## config.mk

```make
export PLATFORM = sky130hd
export DESIGN_NAME = dpb_port
export DESIGN_NICKNAME = d
export VERILOG_FILES = /design/src/include/dpb_pkg.sv /design/src/rtl/dpb_fifo.sv /design/src/rtl/dpb_port.sv
export SDC_FILE = /design/constraint.sdc
export NUM_CORES = 1
export LEC_CHECK = 0
export BUFFER_PORTS_ARGS = -buffer_cell sky130_fd_sc_hd__buf_2
export CAP_MARGIN = 20
export CORE_ASPECT_RATIO = 0.5
export CORE_MARGIN = 2
export CORE_UTILIZATION = 58
export DETAILED_ROUTE_END_ITERATION = 10
export GPL_ROUTABILITY_DRIVEN = 0
export PLACE_DENSITY = 0.76
export SYNTH_ARGS = -nofsm -noshare
export SYNTH_HDL_FRONTEND = slang
export SYNTH_SLANG_ARGS = --single-unit
```

## constraint.sdc

```tcl
create_clock -name I_REF_CLK -period 2.9 [get_ports I_REF_CLK]
set_input_delay 0.58 -clock I_REF_CLK [delete_from_list [all_inputs] [get_ports I_REF_CLK]]
set_output_delay 0.58 -clock I_REF_CLK [all_outputs]
set_load 0.005 [all_outputs]
```

## src/include/dpb_pkg.sv

```systemverilog
// Purpose: Constants and types for the display panel bus port
// Assumes: One 40 MHz clock, synchronous active-high reset
// Notes: Strobe widths follow the panel's minimum write and read pulse figures
// Notes on behaviour
// - The port drives the 16-bit panel data bus on writes and samples it on reads.
// - The write strobe is low only while outgoing data is on the bus, high otherwise.
// - The read strobe is low only while a read is fetching panel data, high otherwise.
// - Panel select is low for the whole of every access and high between accesses.
// - Register select low addresses index or status, high addresses graphics RAM or data.
// - The panel reset output pulses low after reset and returns high before any access.
// - The converter enable output follows the user's power request, high meaning on.
// - All bus timing is counted on the single device clock.
// - Register select low with read reads status, with write writes the index register.
// - Register select high with read reads graphics RAM, with write writes data.
package dpb_pkg;
  localparam int CLK_HZ = 40000000;
  localparam int NS_PER_S = 1000000000;
  // Minimum pulse times in ns
  localparam int WR_LOW_NS = 50;
  localparam int WR_HIGH_NS = 50;
  localparam int RD_LOW_NS = 150;
  localparam int RD_HIGH_NS = 150;
  localparam int SETUP_NS = 25;
  localparam int RST_LOW_NS = 10000;
  localparam int RST_WAIT_NS = 10000;
  // Least times round up
  localparam int WR_LOW_CYC = (WR_LOW_NS * (CLK_HZ / 1000000) + 999) / 1000;
  localparam int WR_HIGH_CYC = (WR_HIGH_NS * (CLK_HZ / 1000000) + 999) / 1000;
  localparam int RD_LOW_CYC = (RD_LOW_NS * (CLK_HZ / 1000000) + 999) / 1000;
  localparam int RD_HIGH_CYC = (RD_HIGH_NS * (CLK_HZ / 1000000) + 999) / 1000;
  localparam int SETUP_CYC = (SETUP_NS * (CLK_HZ / 1000000) + 999) / 1000;
  localparam int RST_LOW_CYC = (RST_LOW_NS * (CLK_HZ / 1000000) + 999) / 1000;
  localparam int RST_WAIT_CYC = (RST_WAIT_NS * (CLK_HZ / 1000000) + 999) / 1000;
  localparam int CNT_W = 10;
  localparam int DATA_W = 16;
  // Request word: {read, register select, data}
  localparam int REQ_W = DATA_W + 2;
  localparam int REQ_RD_BIT = DATA_W + 1;
  localparam int REQ_SEL_BIT = DATA_W;
  localparam int FIFO_DEPTH = 4;

  typedef enum logic [2:0] {
    ST_RST_LOW = 3'h0,
    ST_RST_WAIT = 3'h1,
    ST_IDLE = 3'h2,
    ST_SETUP = 3'h3,
    ST_STROBE = 3'h4,
    ST_RECOVER = 3'h5
  } dpb_state_t;
endpackage

```

## src/rtl/dpb_fifo.sv

```systemverilog
// Purpose: Small synchronous FIFO for panel bus requests
// Assumes: Single clock, synchronous active-high reset
// Notes: Depth need not be a power of two; count tracks fill level
`timescale 1ns/10ps
`default_nettype none
module dpb_fifo #(
  parameter int WIDTH = 18,
  parameter int DEPTH = 4
) (
  input wire logic i_clk,
  input wire logic i_rst,
  input wire logic i_in_valid,
  output logic o_in_ready,
  input wire logic [WIDTH-1:0] i_in_data,
  output logic o_out_valid,
  input wire logic i_out_ready,
  output logic [WIDTH-1:0] o_out_data
);
  localparam int AW = (DEPTH > 1) ? $clog2(DEPTH) : 1;

  typedef struct packed {
    logic [AW-1:0] wp;
    logic [AW-1:0] rp;
    logic [AW:0] cnt;
  } dpb_fifo_st_t;

  dpb_fifo_st_t st_r;
  dpb_fifo_st_t st_nxt;
  logic [WIDTH-1:0] mem [DEPTH];
  logic push;
  logic pop;

  assign o_in_ready = (st_r.cnt != (AW+1)'(DEPTH));
  assign o_out_valid = (st_r.cnt != '0);
  assign o_out_data = mem[st_r.rp];
  assign push = i_in_valid && o_in_ready;
  assign pop = o_out_valid && i_out_ready;

  always_comb
  begin
    st_nxt = st_r;
    if (push)
    begin
      st_nxt.wp = (st_r.wp == AW'(DEPTH - 1)) ? '0 : st_r.wp + AW'(1);
    end
    if (pop)
    begin
      st_nxt.rp = (st_r.rp == AW'(DEPTH - 1)) ? '0 : st_r.rp + AW'(1);
    end
    if (push && !pop)
    begin
      st_nxt.cnt = st_r.cnt + (AW+1)'(1);
    end
    else if (pop && !push)
    begin
      st_nxt.cnt = st_r.cnt - (AW+1)'(1);
    end
  end

  always_ff @(posedge i_clk)
  begin
    if (i_rst)
    begin
      st_r <= '0;
    end
    else
    begin
      st_r <= st_nxt;
    end
  end

  // Storage needs no reset; valid is gated by the count
  always_ff @(posedge i_clk)
  begin
    if (push)
    begin
      mem[st_r.wp] <= i_in_data;
    end
  end
endmodule
`default_nettype wire

```

## src/rtl/dpb_port.sv

```systemverilog
// Purpose: 80-series 16-bit master port to an external panel controller
// Assumes: Inputs synchronous to I_REF_CLK; panel answers read data within the strobe
// Notes: Requests queue in a 4-word FIFO; read data returns as a one-cycle pulse
`timescale 1ns/10ps
`default_nettype none
module dpb_port #(
  parameter int RST_LOW_CYCLES = dpb_pkg::RST_LOW_CYC,
  parameter int RST_WAIT_CYCLES = dpb_pkg::RST_WAIT_CYC
) (
  input wire logic I_REF_CLK,
  input wire logic I_RST,
  input wire logic i_REQ_VALID,
  output logic o_REQ_READY,
  input wire logic i_REQ_READ,
  input wire logic i_REQ_REG_SEL,
  input wire logic [dpb_pkg::DATA_W-1:0] i_REQ_DATA,
  output logic o_RD_VALID,
  output logic [dpb_pkg::DATA_W-1:0] o_RD_DATA,
  output logic o_INIT_DONE,
  input wire logic i_HV_ON,
  input wire logic [dpb_pkg::DATA_W-1:0] i_PANEL_DATA,
  output logic [dpb_pkg::DATA_W-1:0] o_PANEL_DATA,
  output logic o_PANEL_DATA_OE,
  output logic o_PANEL_CS_N,
  output logic o_PANEL_WR_N,
  output logic o_PANEL_RD_N,
  output logic o_PANEL_REGISTER_SELECT,
  output logic o_PANEL_RESET_N,
  output logic o_HV_CONVERTER_ENABLE
);
  localparam int CW = dpb_pkg::CNT_W;
  localparam int RLW = 24;

  typedef struct packed {
    dpb_pkg::dpb_state_t state;
    logic [RLW-1:0] rcnt;
    logic [CW-1:0] cnt;
    logic is_read;
    logic [dpb_pkg::DATA_W-1:0] dout;
    logic oe;
    logic cs_n;
    logic wr_n;
    logic rd_n;
    logic reg_sel;
    logic panel_reset_n;
    logic hv;
    logic rd_valid;
    logic [dpb_pkg::DATA_W-1:0] rd_data;
  } dpb_port_st_t;

  dpb_port_st_t st_r;
  dpb_port_st_t st_nxt;
  logic f_valid;
  logic f_pop;
  logic [dpb_pkg::REQ_W-1:0] f_data;

  dpb_fifo #(
    .WIDTH(dpb_pkg::REQ_W),
    .DEPTH(dpb_pkg::FIFO_DEPTH)
  ) u_fifo (
    .i_clk(I_REF_CLK),
    .i_rst(I_RST),
    .i_in_valid(i_REQ_VALID),
    .o_in_ready(o_REQ_READY),
    .i_in_data({i_REQ_READ, i_REQ_REG_SEL, i_REQ_DATA}),
    .o_out_valid(f_valid),
    .i_out_ready(f_pop),
    .o_out_data(f_data)
  );

  assign f_pop = f_valid && (st_r.state == dpb_pkg::ST_IDLE);

  always_comb
  begin
    st_nxt = st_r;
    st_nxt.rd_valid = 1'b0;
    st_nxt.hv = i_HV_ON;
    unique case (st_r.state)
      dpb_pkg::ST_RST_LOW:
      begin
        st_nxt.panel_reset_n = 1'b0;
        st_nxt.rcnt = st_r.rcnt + RLW'(1);
        if (st_r.rcnt >= RLW'(RST_LOW_CYCLES - 1))
        begin
          st_nxt.rcnt = '0;
          st_nxt.panel_reset_n = 1'b1;
          st_nxt.state = dpb_pkg::ST_RST_WAIT;
        end
      end
      dpb_pkg::ST_RST_WAIT:
      begin
        // Panel needs settle time before first access
        st_nxt.rcnt = st_r.rcnt + RLW'(1);
        if (st_r.rcnt >= RLW'(RST_WAIT_CYCLES - 1))
        begin
          st_nxt.state = dpb_pkg::ST_IDLE;
        end
      end
      dpb_pkg::ST_IDLE:
      begin
        if (f_valid)
        begin
          st_nxt.is_read = f_data[dpb_pkg::REQ_RD_BIT];
          st_nxt.reg_sel = f_data[dpb_pkg::REQ_SEL_BIT];
          st_nxt.dout = f_data[dpb_pkg::DATA_W-1:0];
          st_nxt.oe = !f_data[dpb_pkg::REQ_RD_BIT];
          st_nxt.cs_n = 1'b0;
          st_nxt.cnt = '0;
          st_nxt.state = dpb_pkg::ST_SETUP;
        end
      end
      dpb_pkg::ST_SETUP:
      begin
        // Data and select settle before the strobe falls
        st_nxt.cnt = st_r.cnt + CW'(1);
        if (st_r.cnt >= CW'(dpb_pkg::SETUP_CYC - 1))
        begin
          st_nxt.cnt = '0;
          st_nxt.wr_n = st_r.is_read;
          st_nxt.rd_n = !st_r.is_read;
          st_nxt.state = dpb_pkg::ST_STROBE;
        end
      end
      dpb_pkg::ST_STROBE:
      begin
        st_nxt.cnt = st_r.cnt + CW'(1);
        if (st_r.cnt >= CW'((st_r.is_read ? dpb_pkg::RD_LOW_CYC : dpb_pkg::WR_LOW_CYC) - 1))
        begin
          st_nxt.cnt = '0;
          st_nxt.wr_n = 1'b1;
          st_nxt.rd_n = 1'b1;
          if (st_r.is_read)
          begin
            // Sample at the rising edge of the read strobe
            st_nxt.rd_data = i_PANEL_DATA;
            st_nxt.rd_valid = 1'b1;
          end
          st_nxt.state = dpb_pkg::ST_RECOVER;
        end
      end
      dpb_pkg::ST_RECOVER:
      begin
        // Data held and select kept one cycle past strobe, then high time
        st_nxt.cnt = st_r.cnt + CW'(1);
        if (st_r.cnt == '0)
        begin
          st_nxt.cs_n = 1'b1;
          st_nxt.oe = 1'b0;
        end
        if (st_r.cnt >= CW'((st_r.is_read ? dpb_pkg::RD_HIGH_CYC : dpb_pkg::WR_HIGH_CYC) - 1))
        begin
          st_nxt.state = dpb_pkg::ST_IDLE;
        end
      end
      default:
      begin
        st_nxt.state = dpb_pkg::ST_IDLE;
      end
    endcase
  end

  always_ff @(posedge I_REF_CLK)
  begin
    if (I_RST)
    begin
      st_r <= '0;
      st_r.state <= dpb_pkg::ST_RST_LOW;
      st_r.cs_n <= 1'b1;
      st_r.wr_n <= 1'b1;
      st_r.rd_n <= 1'b1;
      st_r.reg_sel <= 1'b1;
      st_r.panel_reset_n <= 1'b0;
    end
    else
    begin
      st_r <= st_nxt;
    end
  end

  assign o_RD_VALID = st_r.rd_valid;
  assign o_RD_DATA = st_r.rd_data;
  assign o_INIT_DONE = (st_r.state != dpb_pkg::ST_RST_LOW) && (st_r.state != dpb_pkg::ST_RST_WAIT);
  assign o_PANEL_DATA = st_r.dout;
  assign o_PANEL_DATA_OE = st_r.oe;
  assign o_PANEL_CS_N = st_r.cs_n;
  assign o_PANEL_WR_N = st_r.wr_n;
  assign o_PANEL_RD_N = st_r.rd_n;
  assign o_PANEL_REGISTER_SELECT = st_r.reg_sel;
  assign o_PANEL_RESET_N = st_r.panel_reset_n;
  assign o_HV_CONVERTER_ENABLE = st_r.hv;
endmodule
`default_nettype wire

```

# --- Word-level counts from Yosys, hierarchy flattened ---
# Memories as Yosys holds them, arrays and structs flattened. A register that Yosys moved wholly into a read port is not among the register bits.
# Cells that the tools add are included.
totals:
  regBits: 85
  mem_bits_rw: 72
  inputBits: 38
  output_inout_bits: 42
  word_cells: 100
  mem_count: 1
op_classes:
  addsub: 7
  order_cmp: 3
  n_eq_ne: 16
  muxes: 28
  n_bitwise: 2
  n_reduce_logical: 26
mem_list:
  columns: ["memory", "words", "word_bits", "rd", "rd_clocked_by_memory_dff", "wr", "line", "rtl"]
  rows:
  - ["u_fifo.mem", 4, 18, 1, 1, 1, "dpb_fifo.sv:29", "logic [WIDTH-1:0] mem [DEPTH];"]
ops:
  columns: ["cell", "n"]
  rows:
  - ["24-bit one-hot mux with 2 select lines", 1]
  - ["10-bit one-hot mux with 4 select lines", 1]
  - ["29-bit two-way mux", 1]
  - ["27-bit two-way mux", 1]
  - ["24-bit by 1-bit adder with 24-bit output (second input constant)", 1]
  - ["24-bit by 9-bit greater-or-equal comparator with 1-bit output (second input constant)", 1]
  - ["3-bit two-way mux", 8]
  - ["10-bit two-way mux", 2]
  - ["3-bit one-hot mux with 6 select lines", 1]
  - ["17-bit two-way mux", 1]
  - ["2-bit two-way mux", 7]
  - ["2-bit != test (second input constant)", 7]
  - ["10-bit by 1-bit adder with 10-bit output (second input constant)", 1]
  - ["10-bit by 1-bit greater-or-equal comparator with 1-bit output (second input constant)", 1]
  - ["10-bit greater-or-equal comparator", 1]
  - ["10-bit logical NOT", 1]
  - ["3-bit AND reduction", 3]
  - ["2-bit one-hot mux with 2 select lines", 2]
  - ["2-bit nonzero test", 4]
  - ["3-bit by 2-bit equality test with 1-bit output (second input constant)", 2]
  - ["3-bit equality test (second input constant)", 2]
  - ["1-bit logical AND", 6]
  - ["6-bit AND reduction", 1]
  - ["3-bit nonzero test", 2]
  - ["15 further kinds", 24]

# --- Logic depth before layout (Yosys ltp) ---
depth:
  ltp_word: 6
  ltp_mapped: 10
  ltp_nobuf: 9

# --- By module ---
# A second synthesis with hierarchy kept.
hier_totals:
  hier_cells: 561
  area_unflattened_um2: 6622.6
modules_own_cells:
  columns: ["module", "instances", "cells_per_inst", "area_each_um2", "seq_area_each_um2"]
  rows:
  - ["dpb_port", 1, 419, 3547.2, 1561.5]
  - ["dpb_fifo", 1, 142, 3075.4, 2342.2]

# --- Worst setup path after synthesis ---
# OpenSTA, ideal clock, no wires.
synth_path:
  kind: "register to register"
  from: "register u_fifo.st_r[0] in the netlist's numbering"
  to: "register u_fifo.st_r[2] in the netlist's numbering"
  setup_time_ps: 70
  arrival_time_ps: 2297
  required_time_ps: 2830
  slack_ps: 533
  stages_incl_launch_ff: 11
  path_buffers: 1
  synth_period_minus_slack_ps: 2367
  path_cell_list: "dfxtp_1 -> nor3_1 -> nor3_1 -> inv_1 -> clkbuf_1 -> ha_1 -> inv_1 -> fa_1 -> xor2_1 -> or3_1 -> a21oi_1"
synth_between:
  elab_chain_len: 6
  word_cells_on_any_way: 14
  classes_between: "add/sub: 2; eq/ne: 1; mux: 2; reduce/logical: 9"
synth_lines:
  columns: ["element", "line", "rtl"]
  rows:
  - ["from (decl)", "dpb_fifo.sv:27", "dpb_fifo_st_t st_r;"]
  - ["from (signal assigned)", "dpb_fifo.sv:68", "st_r <= st_nxt;"]
  - ["parallel branches: the longest is 6 deep, another holds 3-bit by 1-bit subtractor with 3-bit output", null, null]
# Parallel ways; which one is timed is not known. The select of a mux whose other input is x is not followed.
# A chain may end at the register's enable or synchronous reset.

# --- Worst setup path after layout ---
layout_path:
  from: "register st_r[41] in the netlist's numbering"
  to: "register st_r, in the netlist o_RD_DATA[15]"
layout_between:
  elab_chain_len: 2
layout_lines:
  columns: ["element", "line", "rtl"]
  rows:
  - ["from (decl)", "dpb_port.sv:51", "dpb_port_st_t st_r;"]
  - ["from (signal assigned)", "dpb_port.sv:176", "st_r <= st_nxt;"]
  - ["10-bit greater-or-equal comparator", "dpb_port.sv:127", "if (st_r.cnt >= CW'((st_r.is_read ? dpb_pkg::RD_LOW_CYC : dpb_pkg::WR_LOW_CYC) - 1))"]
  - ["3-bit AND reduction (no line)", null, null]
# No other way between the ends.

==> metrics.cfg <==
[worst_setup_path]
slowest_delay_ps = 800
crit_slowest_cell = nor3_4
crit_end = o_RD_DATA[15]
cp_max_fo = 16
start_kind = register
r2r-end = o_RD_DATA[15]
cp-startpoint = st_r[41]
reg2regPathDepth = 7
required_ps = 3200
cp_data_arrival_time_ps = 2560
r2r_start = st_r[41]
critPathKind = register to register
rrSetupSlack_ps = 630
path_cells = inv_1 > ha_1 > or2b_2 > a2111oi_4 > nor3_4 > mux2i_1 > nor2_1
critPathCaptureType = register

[clock_tree]
cts_tree = built
cts_max_path_buffers = 2
cts_setup_buffers = 0
numCtsBuffers = 17
cts.sinks = 159
clock_latency_ps = 420
cts_root_buf = clkbuf_16
cts_resized = 0
clkTransAtPathRegs_ps = 60
htree_num_levels = 4
cts_hold_buf = 0

[global_route]
grt_max_degree = 38
groute.layer.met3.usage_pct = 5.266
grt_use_met1_pct = 24.93
grt_pass1_vias = 4060
grt_busiest_layer = met2
grt_use_met2_pct = 35.11
grt_overflow = 0
grt_pass1_wl_um = 19250
grtUsageTotal_pct = 20.39
grt_antenna_before_repair = 0

[yosys]
netlist_area_um2 = 6601
async_reset_ff_share_pct = 0
synth_top_area_share_pct = 32.75
synth-edff-count = 72
yosys_warnings = 0
yosys-top-cells-area = edfxtp_1 (33%), dfxtp_1 (26%), mux4_2 (6.1%)
synthCells = 552
ys_types = 52
yosysSeqAreaShare_pct = 59.14
syn_area_per_cell_um2 = 11.96
synth_ff_type = dfxtp_1
yosysTopAreaCell = edfxtp_1
ys_ff_latch = 159
syn_nets = 603

[floorplanning]
initial_core_util_pct = 59.76
core_um2 = 11050
std_cell_rows = 27
ios = 80
fp.dieH_um = 79.44
design.die.area_um2 = 12300
die_x_um = 154.9

[placement]
place_inst = 732
dpl.hpwl_um = 7416
place_ws_ps = 613.5
io_buffers = 79

[drt]
ant_nets = 0
viasPerCell = 5.419
routed-via-count = 4140
drc_errors = 0
drtPass1Iterations = 5
drt-initial-drc-count = 205
drt_wl_total_um = 11870
wl_per_cell_um = 15.54

[timing]
setup_viol = 0
slew_viol_final = 0
rsz0062_at_grt = no
worst_slack_ps = 630.6
relSlewSlack_pct = 36.30
fin_setup_tns_ps = 0
max_freq_mhz = 440.6
hold_viol = 0
worst_clock_skew_ps = 8.020
holdWs_ps = 370.8
finalCritPeriodShare_pct = 78.25
tightestPinTransition_ps = 952.5
period_needed_ps = 2269

[status]
status = finished, final reports clean

[finish]
areaGrowthSynthToFinish_pct = 13.48
drive_gt1_share_pct = 24.72
final_util_pct = 67.81
layout_common_cells = dfxtp_1 (87), buf_2 (79), edfxtp_1 (72)
final_nets = 657
final_cells = 764
diodes = 0
final_common_cell = dfxtp_1

[power_and_ir_drop]
peakVddDrop_mv = 0.4529
powerDensity_nw_per_um2 = 659.3
p_leak_uw = 0.002750

[flow_run]
maxCapViolCount = 0

[worst_hold_path]
hold_path.class = input pin to register

==> sequential cells by signal (all words and copies together), names as in the netlist, named ones only <==
| register | count |
|---|---|
| o_PANEL_REGISTER_SELECT | 1 |
| o_PANEL_DATA | 16 |
| o_RD_VALID | 1 |
| o_HV_CONVERTER_ENABLE | 1 |
| u_fifo.mem | 72 |
| o_PANEL_RESET_N | 1 |
| u_fifo.st_r | 7 |
| o_PANEL_WR_N | 1 |
| o_PANEL_CS_N | 1 |
| o_PANEL_RD_N | 1 |
| o_PANEL_DATA_OE | 1 |
| st_r | 38 |
| o_RD_DATA | 16 |
==> stage by stage <==
| stage | total power (uW) | area, um2 |
|---|---|---|
| 3_3_place_gp | 2770 | 6907 |
| 4_1_cts | 4984 | 7491 |
| 6_report | 4938 | 7491 |
| 5_1_grt | 5111 | 7491 |
| 2_1_floorplan | 2682 | 6601 |
| 3_5_place_dp | 2779 | 6907 |
==> per-layer routing <==
layer	share of wire [%]	up-vias
met5	0	-
met2	50	89
li1	-	2032
met4	1.4	0
met3	3.6	24
met1	45	1995
==> worst min-delay path by stage <==
stage,from,end,slack (ps),cells past startpoint
detailed placement,o_PANEL_DATA[13],o_PANEL_DATA[13],440,2
CTS,i_HV_ON,o_HV_CONVERTER_ENABLE,360,2
floorplan,o_PANEL_DATA[0],o_PANEL_DATA[0],430,2
finish,i_HV_ON,o_HV_CONVERTER_ENABLE,370,2
global placement,o_PANEL_DATA[2],o_PANEL_DATA[2],440,2
global route,i_REQ_DATA[10],u_fifo.mem[3][10],360,1
==> worst max-delay path: cells and delay by family, from the launching register on <==
kind                     cells  cell delay, ps
AO/OA/AOI/OAI                1             110
adder cells (fa/ha/maj)      1             200
buffers and inverters        1             100
flip-flops                   1             410
multiplexers                 1             290
AND/OR/NAND/NOR              3            1030
==> power breakdown <==
group	total, uW	leakage [uW]	internal (uW)	switching [uW]
combinational	247	0.00110	108	139
sequential	2480	0.00136	2440	39.6
clock	2210	0.000285	1240	970
total	4940	0.00275	3790	1150
==> cells by family (layout without fill, tap and decap cells) <==
family | Yosys count | count (layout) | share of synthesized area (%)
AND/OR/NAND/NOR | 193 | 193 | 13.99
flip-flops | 159 | 159 | 59.14
buffers and inverters | 67 | 134 | 6.330
AO/OA/AOI/OAI | 49 | 49 | 4.416
multiplexers | 38 | 38 | 9.174
XOR/XNOR | 33 | 33 | 4.378
adder cells (fa/ha/maj) | 13 | 13 | 2.578
==> Yosys cell counts, types with 2 or more instances <==
cell / number
clkbuf_8: 2
or3_1: 4
nor2b_1: 4
and2_1: 2
nor3_1: 11
o211ai_1: 2
buf_6: 3
nand2b_1: 3
buf_2: 3
nor4_1: 8
mux2i_1: 20
a21oi_1: 30
nor2_1: 63
and3_1: 5
nand3_1: 12
xor2_1: 19
nand2_1: 57
a31oi_1: 2
and4_1: 2
ha_1: 12
o21ai_1: 2
nand4_1: 8
inv_1: 11
clkbuf_1: 15
edfxtp_1: 72
o31ai_1: 2
buf_4: 32
mux4_2: 18
o21ai_0: 6
dfxtp_1: 87
xnor2_1: 14
==> layout make-up <==
type | count | area, um2
Clock buffer | 18 | 439.2
Clock inverter | 14 | 145.1
Fill cell | 787 | 3556
Inverter | 12 | 45.04
Multi-Input combinational cell | 326 | 2298
Sequential cell | 159 | 3904
Tap cell | 145 | 181.4
Timing Repair Buffer | 90 | 478.0
Note: power is estimated with default switching activity, not from simulation.
